[config.mk]
export PLATFORM = sky130hd
export DESIGN_NAME = oobtx_top
export DESIGN_NICKNAME = d
export VERILOG_FILES = /design/src/shared/oobtx_pkg.sv /design/src/hdl/oobtx_top.sv
export SDC_FILE = /design/constraint.sdc
export NUM_CORES = 1
export LEC_CHECK = 0
export BUFFER_PORTS_ARGS = -buffer_cell sky130_fd_sc_hd__buf_2
export CAP_MARGIN = 0
export CORE_MARGIN = 1
export CORE_UTILIZATION = 25
export DETAILED_ROUTE_END_ITERATION = 7
export PLACE_DENSITY = 0.47
export RECOVER_POWER = 25
export SYNTH_ARGS = -nofsm -noshare
export SYNTH_HDL_FRONTEND = slang
export SYNTH_SLANG_ARGS = --single-unit
[constraint.sdc]
create_clock -name mclk -period 5 [get_ports mclk]
set_input_delay 0.25 -clock mclk [delete_from_list [all_inputs] [get_ports mclk]]
set_output_delay 0.25 -clock mclk [all_outputs]
set_load 0.005 [all_outputs]
[src/shared/oobtx_pkg.sv]
// Constants for the out-of-band flow-control transmitter.
// Assumes one 250 MHz clock that also serves as the link reference clock.
`default_nettype none
package oobtx_pkg;
    // ------------------------------------------------------------
    // Sizes
    // ------------------------------------------------------------
    localparam int MAX_CAL      = 256;
    localparam int SLICE_BITS   = 64;
    localparam int UPD_W        = (MAX_CAL + SLICE_BITS - 1) / SLICE_BITS;
    localparam int LANES        = 12;
    localparam int IDX_W        = 9;
    // Link clock is the reference divided by this
    localparam int LINK_DIV     = 2;
    // ------------------------------------------------------------
    // Register map (byte addresses) and reset values
    // ------------------------------------------------------------
    localparam logic [3:0]  ADDR_CTRL    = 4'h0;
    localparam logic [3:0]  ADDR_STATUS  = 4'h4;
    localparam logic [31:0] CTRL_RESET   = 32'h0000_0001;
    localparam int          CTRL_EN_BIT  = 0;
    localparam int          STAT_SEND_BIT = 0;
    localparam int          STAT_CNT_LSB = 8;
    localparam logic [1:0]  RESP_OKAY    = 2'h0;
    localparam logic [1:0]  RESP_SLVERR  = 2'h2;
    // ------------------------------------------------------------
    // Sequencer states
    // ------------------------------------------------------------
    typedef enum logic [2:0] {
        ST_IDLE  = 3'h1,
        ST_LATCH = 3'h2,
        ST_SEND  = 3'h4
    } oobtx_state_t;
endpackage
`default_nettype wire

[src/hdl/oobtx_top.sv]
// Out-of-band flow-control transmitter: latches permission and health bits
// and shifts them out on a forwarded clock, serial line and frame sync.
// Assumes user inputs synchronous to mclk; mclk doubles as link reference.
// Operation
// - With status send enabled, health inputs are sampled and sent.
// - With status send disabled, health inputs are ignored and no status goes out.
// - Update bit 0 captures channels 63:0 and health bits at the end of that cycle.
// - Update bit n captures the nth 64-channel slice at the end of that cycle.
// - The update bus is driven synchronously to the user clock.
// - The link clock is the reference clock divided by two.
// - The link clock is forwarded with data and sync for the peer to sample.
// - Latched permission and status bits are shifted onto the serial line.
// - Frame sync marks the first bit of each transmitted sequence.
// - Reset is synchronised internally and holds every circuit except the AXI ready outputs while asserted.
//
// Our own choices: the register offsets and the AXI4-Lite slave port.
`timescale 1ns/1ps
`default_nettype none
module oobtx_top
    import oobtx_pkg::*;
(
    input  wire logic               mclk,
    input  wire logic               rstn,
    input  wire logic [MAX_CAL-1:0] channel_permission_bits,
    input  wire logic [7:0]         calendar_length_less_one,
    input  wire logic [3:0]         lane_count_less_one,
    input  wire logic               status_send_enable,
    input  wire logic               intf_health,
    input  wire logic [LANES-1:0]   lane_health,
    output logic [UPD_W-1:0]        latch_strobe,
    output logic                    oob_link_clock,
    output logic                    oob_link_serial_line,
    output logic                    oob_link_frame_sync,
    input  wire logic [3:0]         s_axi_awaddr,
    input  wire logic               s_axi_awvalid,
    output logic                    s_axi_awready,
    input  wire logic [31:0]        s_axi_wdata,
    input  wire logic [3:0]         s_axi_wstrb,
    input  wire logic               s_axi_wvalid,
    output logic                    s_axi_wready,
    output logic [1:0]              s_axi_bresp,
    output logic                    s_axi_bvalid,
    input  wire logic               s_axi_bready,
    input  wire logic [3:0]         s_axi_araddr,
    input  wire logic               s_axi_arvalid,
    output logic                    s_axi_arready,
    output logic [31:0]             s_axi_rdata,
    output logic [1:0]              s_axi_rresp,
    output logic                    s_axi_rvalid,
    input  wire logic               s_axi_rready
);
    // ------------------------------------------------------------
    // Reset synchroniser
    // ------------------------------------------------------------
    logic               rs_meta_r;
    logic               rst_ok_r;
    logic [MAX_CAL-1:0] fc_lat_r;
    logic [LANES-1:0]   lane_lat_r;
    logic               intf_lat_r;
    logic               sten_lat_r;
    logic               phase_r;
    logic [IDX_W-1:0]   idx_r;
    logic               ser_r;
    logic               sync_r;
    logic [7:0]         frames_r;
    logic [31:0]        ctrl_r;
    oobtx_state_t       state_r;
    oobtx_state_t       state_nxt;

    // Assert at once, release after two edges so no flop leaves reset early
    always_ff @(posedge mclk or negedge rstn) begin
        if (!rstn) begin
            rs_meta_r <= 1'b0;
            rst_ok_r  <= 1'b0;
        end else begin
            rs_meta_r <= 1'b1;
            rst_ok_r  <= rs_meta_r;
        end
    end

    // ------------------------------------------------------------
    // Frame layout helpers
    // ------------------------------------------------------------
    // Status header length: interface bit plus one bit per lane
    function automatic logic [IDX_W-1:0] hdr_len(input logic en, input logic [3:0] lanes);
        hdr_len = en ? IDX_W'(lanes) + IDX_W'(2) : '0;
    endfunction

    // Bit of the frame at index i, from the latched copy only
    function automatic logic bit_at(input logic [IDX_W-1:0] i, input logic [IDX_W-1:0] h);
        logic [IDX_W-1:0] k;
        k = i - h;
        if (i < h)
            bit_at = (i == '0) ? intf_lat_r : lane_lat_r[4'(i - IDX_W'(1))];
        else
            bit_at = fc_lat_r[k[7:0]];
    endfunction
    wire logic [IDX_W-1:0] hdr_w   = hdr_len(sten_lat_r, lane_count_less_one);
    wire logic [IDX_W-1:0] last_w  = hdr_w + IDX_W'(calendar_length_less_one);
    wire logic             enab_w  = ctrl_r[CTRL_EN_BIT];
    wire logic             step_w  = phase_r; // end of a link bit period
    wire logic             upd_w   = (state_r == ST_LATCH) && !phase_r;

    // ------------------------------------------------------------
    // Update strobe decode
    // ------------------------------------------------------------
    // One bit per slice up to the configured calendar, others stay low
    for (genvar g = 0; g < UPD_W; g++) begin : g_upd
        assign latch_strobe[g] = upd_w &&
            (2'(g) <= calendar_length_less_one[7:6]);
    end

    // ------------------------------------------------------------
    // Latches for the outgoing frame
    // ------------------------------------------------------------
    // Captured at the end of the strobe cycle, so data may change after it
    always_ff @(posedge mclk) begin
        if (!rst_ok_r) begin
            fc_lat_r   <= '0;
            lane_lat_r <= '0;
            intf_lat_r <= 1'b0;
            sten_lat_r <= 1'b0;
        end else begin
            for (int s = 0; s < UPD_W; s++) begin
                if (latch_strobe[s])
                    fc_lat_r[s*SLICE_BITS +: SLICE_BITS] <=
                        channel_permission_bits[s*SLICE_BITS +: SLICE_BITS];
            end
            if (latch_strobe[0]) begin
                sten_lat_r <= status_send_enable;
                intf_lat_r <= status_send_enable & intf_health;
                lane_lat_r <= status_send_enable ? lane_health : '0;
            end
        end
    end

    // ------------------------------------------------------------
    // Sequencer
    // ------------------------------------------------------------
    // States move only at the end of a link bit so every bit is two mclk long
    always_comb begin
        state_nxt = state_r;
        case (state_r)
            ST_IDLE:  state_nxt = (enab_w && step_w) ? ST_LATCH : ST_IDLE;
            ST_LATCH: state_nxt = step_w ? ST_SEND : ST_LATCH;
            ST_SEND: begin
                if (step_w && idx_r == last_w)
                    state_nxt = enab_w ? ST_LATCH : ST_IDLE;
            end
            default:  state_nxt = ST_IDLE;
        endcase
    end

    always_ff @(posedge mclk) begin
        if (!rst_ok_r)
            state_r <= ST_IDLE;
        else
            state_r <= state_nxt;
    end

    // ------------------------------------------------------------
    // Link clock and serialiser
    // ------------------------------------------------------------
    // Data and sync change as the forwarded clock falls; peer samples on rise
    always_ff @(posedge mclk) begin
        if (!rst_ok_r) begin
            phase_r  <= 1'b0;
            idx_r    <= '0;
            ser_r    <= 1'b0;
            sync_r   <= 1'b0;
            frames_r <= '0;
        end else begin
            phase_r <= ~phase_r;
            if (step_w) begin
                if (state_nxt == ST_SEND) begin
                    if (state_r == ST_LATCH) begin
                        idx_r  <= '0;
                        ser_r  <= bit_at('0, hdr_w);
                        sync_r <= 1'b1;
                    end else begin
                        idx_r  <= idx_r + IDX_W'(1);
                        ser_r  <= bit_at(idx_r + IDX_W'(1), hdr_w);
                        sync_r <= 1'b0;
                    end
                end else begin
                    ser_r  <= 1'b0;
                    sync_r <= 1'b0;
                end
                if (state_r == ST_SEND && state_nxt != ST_SEND)
                    frames_r <= frames_r + 8'h01;
            end
        end
    end

    // Forwarded clock is the divider flop itself, aligned with data
    assign oob_link_clock       = phase_r;
    assign oob_link_serial_line = ser_r;
    assign oob_link_frame_sync  = sync_r;

    // ------------------------------------------------------------
    // AXI4-Lite slave
    // ------------------------------------------------------------
    // Write taken only with address and data together; one at a time
    wire logic wr_go   = s_axi_awvalid && s_axi_wvalid && !s_axi_bvalid;
    wire logic wr_ctrl = (s_axi_awaddr == ADDR_CTRL);
    wire logic rd_go   = s_axi_arvalid && !s_axi_rvalid;
    wire logic rd_ok   = (s_axi_araddr == ADDR_CTRL) || (s_axi_araddr == ADDR_STATUS);
    wire logic [31:0] stat_w = (32'(frames_r) << STAT_CNT_LSB) | (32'(state_r == ST_SEND) << STAT_SEND_BIT);
    wire logic [31:0] rd_w = (s_axi_araddr == ADDR_CTRL) ? ctrl_r :
                             (s_axi_araddr == ADDR_STATUS) ? stat_w : 32'h0000_0000;
    assign s_axi_awready = wr_go;
    assign s_axi_wready  = wr_go;
    assign s_axi_arready = rd_go;

    always_ff @(posedge mclk) begin
        if (!rst_ok_r) begin
            ctrl_r       <= CTRL_RESET;
            s_axi_bvalid <= 1'b0;
            s_axi_bresp  <= RESP_OKAY;
            s_axi_rvalid <= 1'b0;
            s_axi_rresp  <= RESP_OKAY;
            s_axi_rdata  <= '0;
        end else begin
            if (wr_go) begin
                s_axi_bvalid <= 1'b1;
                s_axi_bresp  <= (wr_ctrl || s_axi_awaddr == ADDR_STATUS) ? RESP_OKAY
                                                                           : RESP_SLVERR;
                if (wr_ctrl && s_axi_wstrb[0])
                    ctrl_r[7:0] <= s_axi_wdata[7:0];
            end else if (s_axi_bready)
                s_axi_bvalid <= 1'b0;
            if (rd_go) begin
                s_axi_rvalid <= 1'b1;
                s_axi_rdata  <= rd_w;
                s_axi_rresp  <= rd_ok ? RESP_OKAY : RESP_SLVERR;
            end else if (s_axi_rready)
                s_axi_rvalid <= 1'b0;
        end
    end
endmodule
`default_nettype wire

==> results.cfg <==
[clock_tree]
cts_buffers = 40
path_clk_slew_ns = 0.05
htree_levels = 2
cts_sinks = 323
cts_tree = built
cts_resized = 0
ctsLongestPathBuffers = 3
ctsRootBufferMaster = clkbuf_16
clk_latency_ns = 0.55

[pwr]
intPower_mw = 4.62
finalPower_mw = 5.97
switching_power_mw = 1.35
leakage_nw = 7.83
switching_share_pct = 22.5
ir_drop_mv = 0.193
power.share.clock_pct = 48.7
seqPwrFrac_pct = 43.6
p_per_area_nw_per_um2 = 282
pwr-share-comb_pct = 7.7

[critical_path]
critPathRequiredTime_ns = 5.44
reg2reg_depth = 12
end_kind = flip-flop
critical_path.max_fanout = 10
setup.worst_path.start_class = flip-flop
crit_type = reg2reg
cp.arrival_ns = 4.59
rr_startpoint = idx_r[2]
r2r_setup_slack_ns = 0.85
reg2reg_to = oob_link_serial_line

[sta]
max_freq_mhz = 241
post-route-min-period_ns = 4.15
worst_slew_pin_slew_ns = 2.83
finalSetupViolCount = 0
maxSlewHeadroom_pct = -88.6
period_share_pct = 83.0
clock_skew_ns = 0.0141
final-hold-violation-count = 0
rsz0062_at_grt = false
drv_slew = 138
fin_setup_tns_ns = 0
worst_slack_ns = 0.852
hold_slack_ns = 0.0391

[synth]
ys_async_sr_fraction_pct = 0.619
yosys.cell_types.count = 61
yosys_warnings = 0
ys_seq_elements = 323
synthXorXnorAreaFrac_pct = 1.61
synth_compound_area_share_pct = 13.2
ys_seq_area_share_pct = 44.2
synth_fa_ha_area_share_pct = 1.47
synth-edff-count = 0
synth_top_family_by_area = simple AND/OR/NAND/NOR gates
synth_top_flop_cell = dfxtp_1
netlist_area_um2 = 14700
synth-simple-area-share_pct = 19.6
synthCells = 1728
postSynthAreaPerCell_um2 = 8.49
synth_mux_area_share_pct = 14.8

[global_routing]
grt_first_pass_wirelength_um = 76500
antenna_found_initial = 10
grtUsageTotal_pct = 16.1
grt_overflow = 0
grt_max_degree = 180
grt_pass1_vias = 14000

[floorplanning]
start_util_pct = 25.4
die_y_um = 244
dieArea_um2 = 59600
core-area_um2 = 57800
io_pins = 381
rows = 88
die_w_um = 244

[hold_path]
hold_path_class = in2async

[detailed_routing]
dr.first_iter.drc_count = 777
vias_per_cell = 4.57
postRouteAntennaNets = 0
drt-total-wl_um = 49200
drc_errors = 0
wire_per_inst_um = 16.0
vias = 14100
drtPass1Iterations = 5

[outcome]
status = complete, but fails checks
violations = capacitance limit, slew limit

[finish]
fin_util_pct = 36.6
final_area_um2 = 21100
final_cells = 3079
fin_nets = 2626
drive_gt1_share_pct = 21.7
syn2layout_area_growth_pct = 44.2

[placement]
portBuffers = 335
placed_cells = 2717
gp_congestion = 0.779
dp_slack_ns = 0.839
placed_area_um2 = 17000
place.detailed.hpwl_um = 32000

[job]
maxCapViolations = 1
## flip-flops by register name, summed over array words and instances (netlist names)
register,flops
fc_lat_r,256
s_axi_rdata,16
lane_lat_r,12
idx_r,9
ctrl_r,8
frames_r,8
state_r,3
intf_lat_r,1
oob_link_clock,1
oob_link_frame_sync,1
oob_link_serial_line,1
rs_meta_r,1
rst_ok_r,1
s_axi_bresp,1
s_axi_bvalid,1
s_axi_rresp,1
s_axi_rvalid,1
sten_lat_r,1
## logic make-up (layout without fill, tap and decap cells)
kind of cell,count (synthesis),count (layout)
and+or+nand+nor,704,704
AOI/OAI and AO/OA,359,359
DFF,323,323
buffers and inverters,170,732
muxes,127,127
xor gates and xnor gates,27,27
adders and majority gates,16,16
other,2,26
## power by group through the flow
| stage | clock network, mW | registers, mW | logic [mW] |
|---|---|---|---|
| 2_1_floorplan | 0 | 2.65 | 0.121 |
| 3_3_place_gp | 0 | 2.66 | 0.280 |
| 3_5_place_dp | 0 | 2.66 | 0.283 |
| 4_1_cts | 3.00 | 2.60 | 0.456 |
| 5_1_grt | 3.12 | 2.60 | 0.493 |
| 6_report | 2.91 | 2.60 | 0.457 |
## synth_stat cells (8+ instances only)
cell type  instances  area, um2
nor2_1            49        184
mux2i_1           51        510
nand3_1           28        140
inv_1             19       71.3
a21oi_1          290       1450
clkbuf_1          99        372
mux4_2            72       1620
nor3_1             9       45.0
nand2b_1           8       50.1
buf_4             22        165
buf_1             14       52.6
buf_2             14       70.1
xnor2_1           17        149
nand2_1          567       2130
o21ai_0           16       80.1
dfxtp_1          321       6430
xor2_1            10       87.6
ha_1              14        175
a22oi_1           16        120
## what timing repair did
action                                 4_1_cts  5_1_grt
buffers inserted                             0        0
endpoints found under the hold margin      282        0
hold buffers                               283        0
## worst max-delay path, cell delays in order (launching register included)
cell	delay, ns
dfxtp_1	0.53
nand3_1	0.14
xor2_1	0.24
inv_1	0.12
ha_1	0.44
nand3_1	0.14
a21boi_0	0.25
nor4_1	0.13
xnor2_1	0.81
o2111ai_1	0.34
o21a_1	0.23
a2111o_1	0.44
a311oi_1	0.24
## how the worst max path moves through the flow
stage	from	to	slack [ns]	depth (start not counted)
after floorplan	sten_lat_r	oob_link_serial_line	1.43	12
after global placement	idx_r[2]	oob_link_serial_line	0.84	12
after detailed placement	idx_r[2]	oob_link_serial_line	0.84	12
after CTS	idx_r[2]	oob_link_serial_line	0.79	12
after global routing	idx_r[2]	oob_link_serial_line	0.54	12
final	idx_r[2]	oob_link_serial_line	0.85	12
## metal layers
metal	global-route usage, %	share of wire [%]	vias up
li1	-	-	6973
met1	20.8	44	6656
met2	27.1	48	351
met3	2.94	4.4	93
met4	5.07	2.7	6
met5	0	0.094	-
## cell type report
cell class              instances  area, um2
inverters                      21       86.3
diodes                          7       17.5
clock inverters                14        161
fillers                      5883      36700
flip-flops and latches        323       6480
repair buffers                639       4690
clock buffers                  58       1160
multi-input cells            1252       7600
well taps                     765        957
## cell usage in the layout, fill, tap and decap left out, drive strengths merged, types with 6 or more instances in the layout
cell type | synthesis | final
nor4 | 7 | 7
nand2 | 568 | 568
a22oi | 16 | 16
xnor2 | 17 | 17
inv | 21 | 23
o21ai | 16 | 16
mux2i | 51 | 51
ha | 14 | 14
nand3 | 28 | 28
a21o | 6 | 6
conb | 2 | 19
xor2 | 10 | 10
diode | 0 | 7
dlygate4sd3 | 0 | 283
nor3 | 9 | 9
a21oi | 290 | 290
clkbuf | 99 | 72
clkinv | 0 | 7
mux4 | 72 | 72
nand2b | 8 | 8
buf | 50 | 342
nor2 | 50 | 50
dfxtp | 321 | 321
Note: power is estimated with default switching activity, not from simulation.
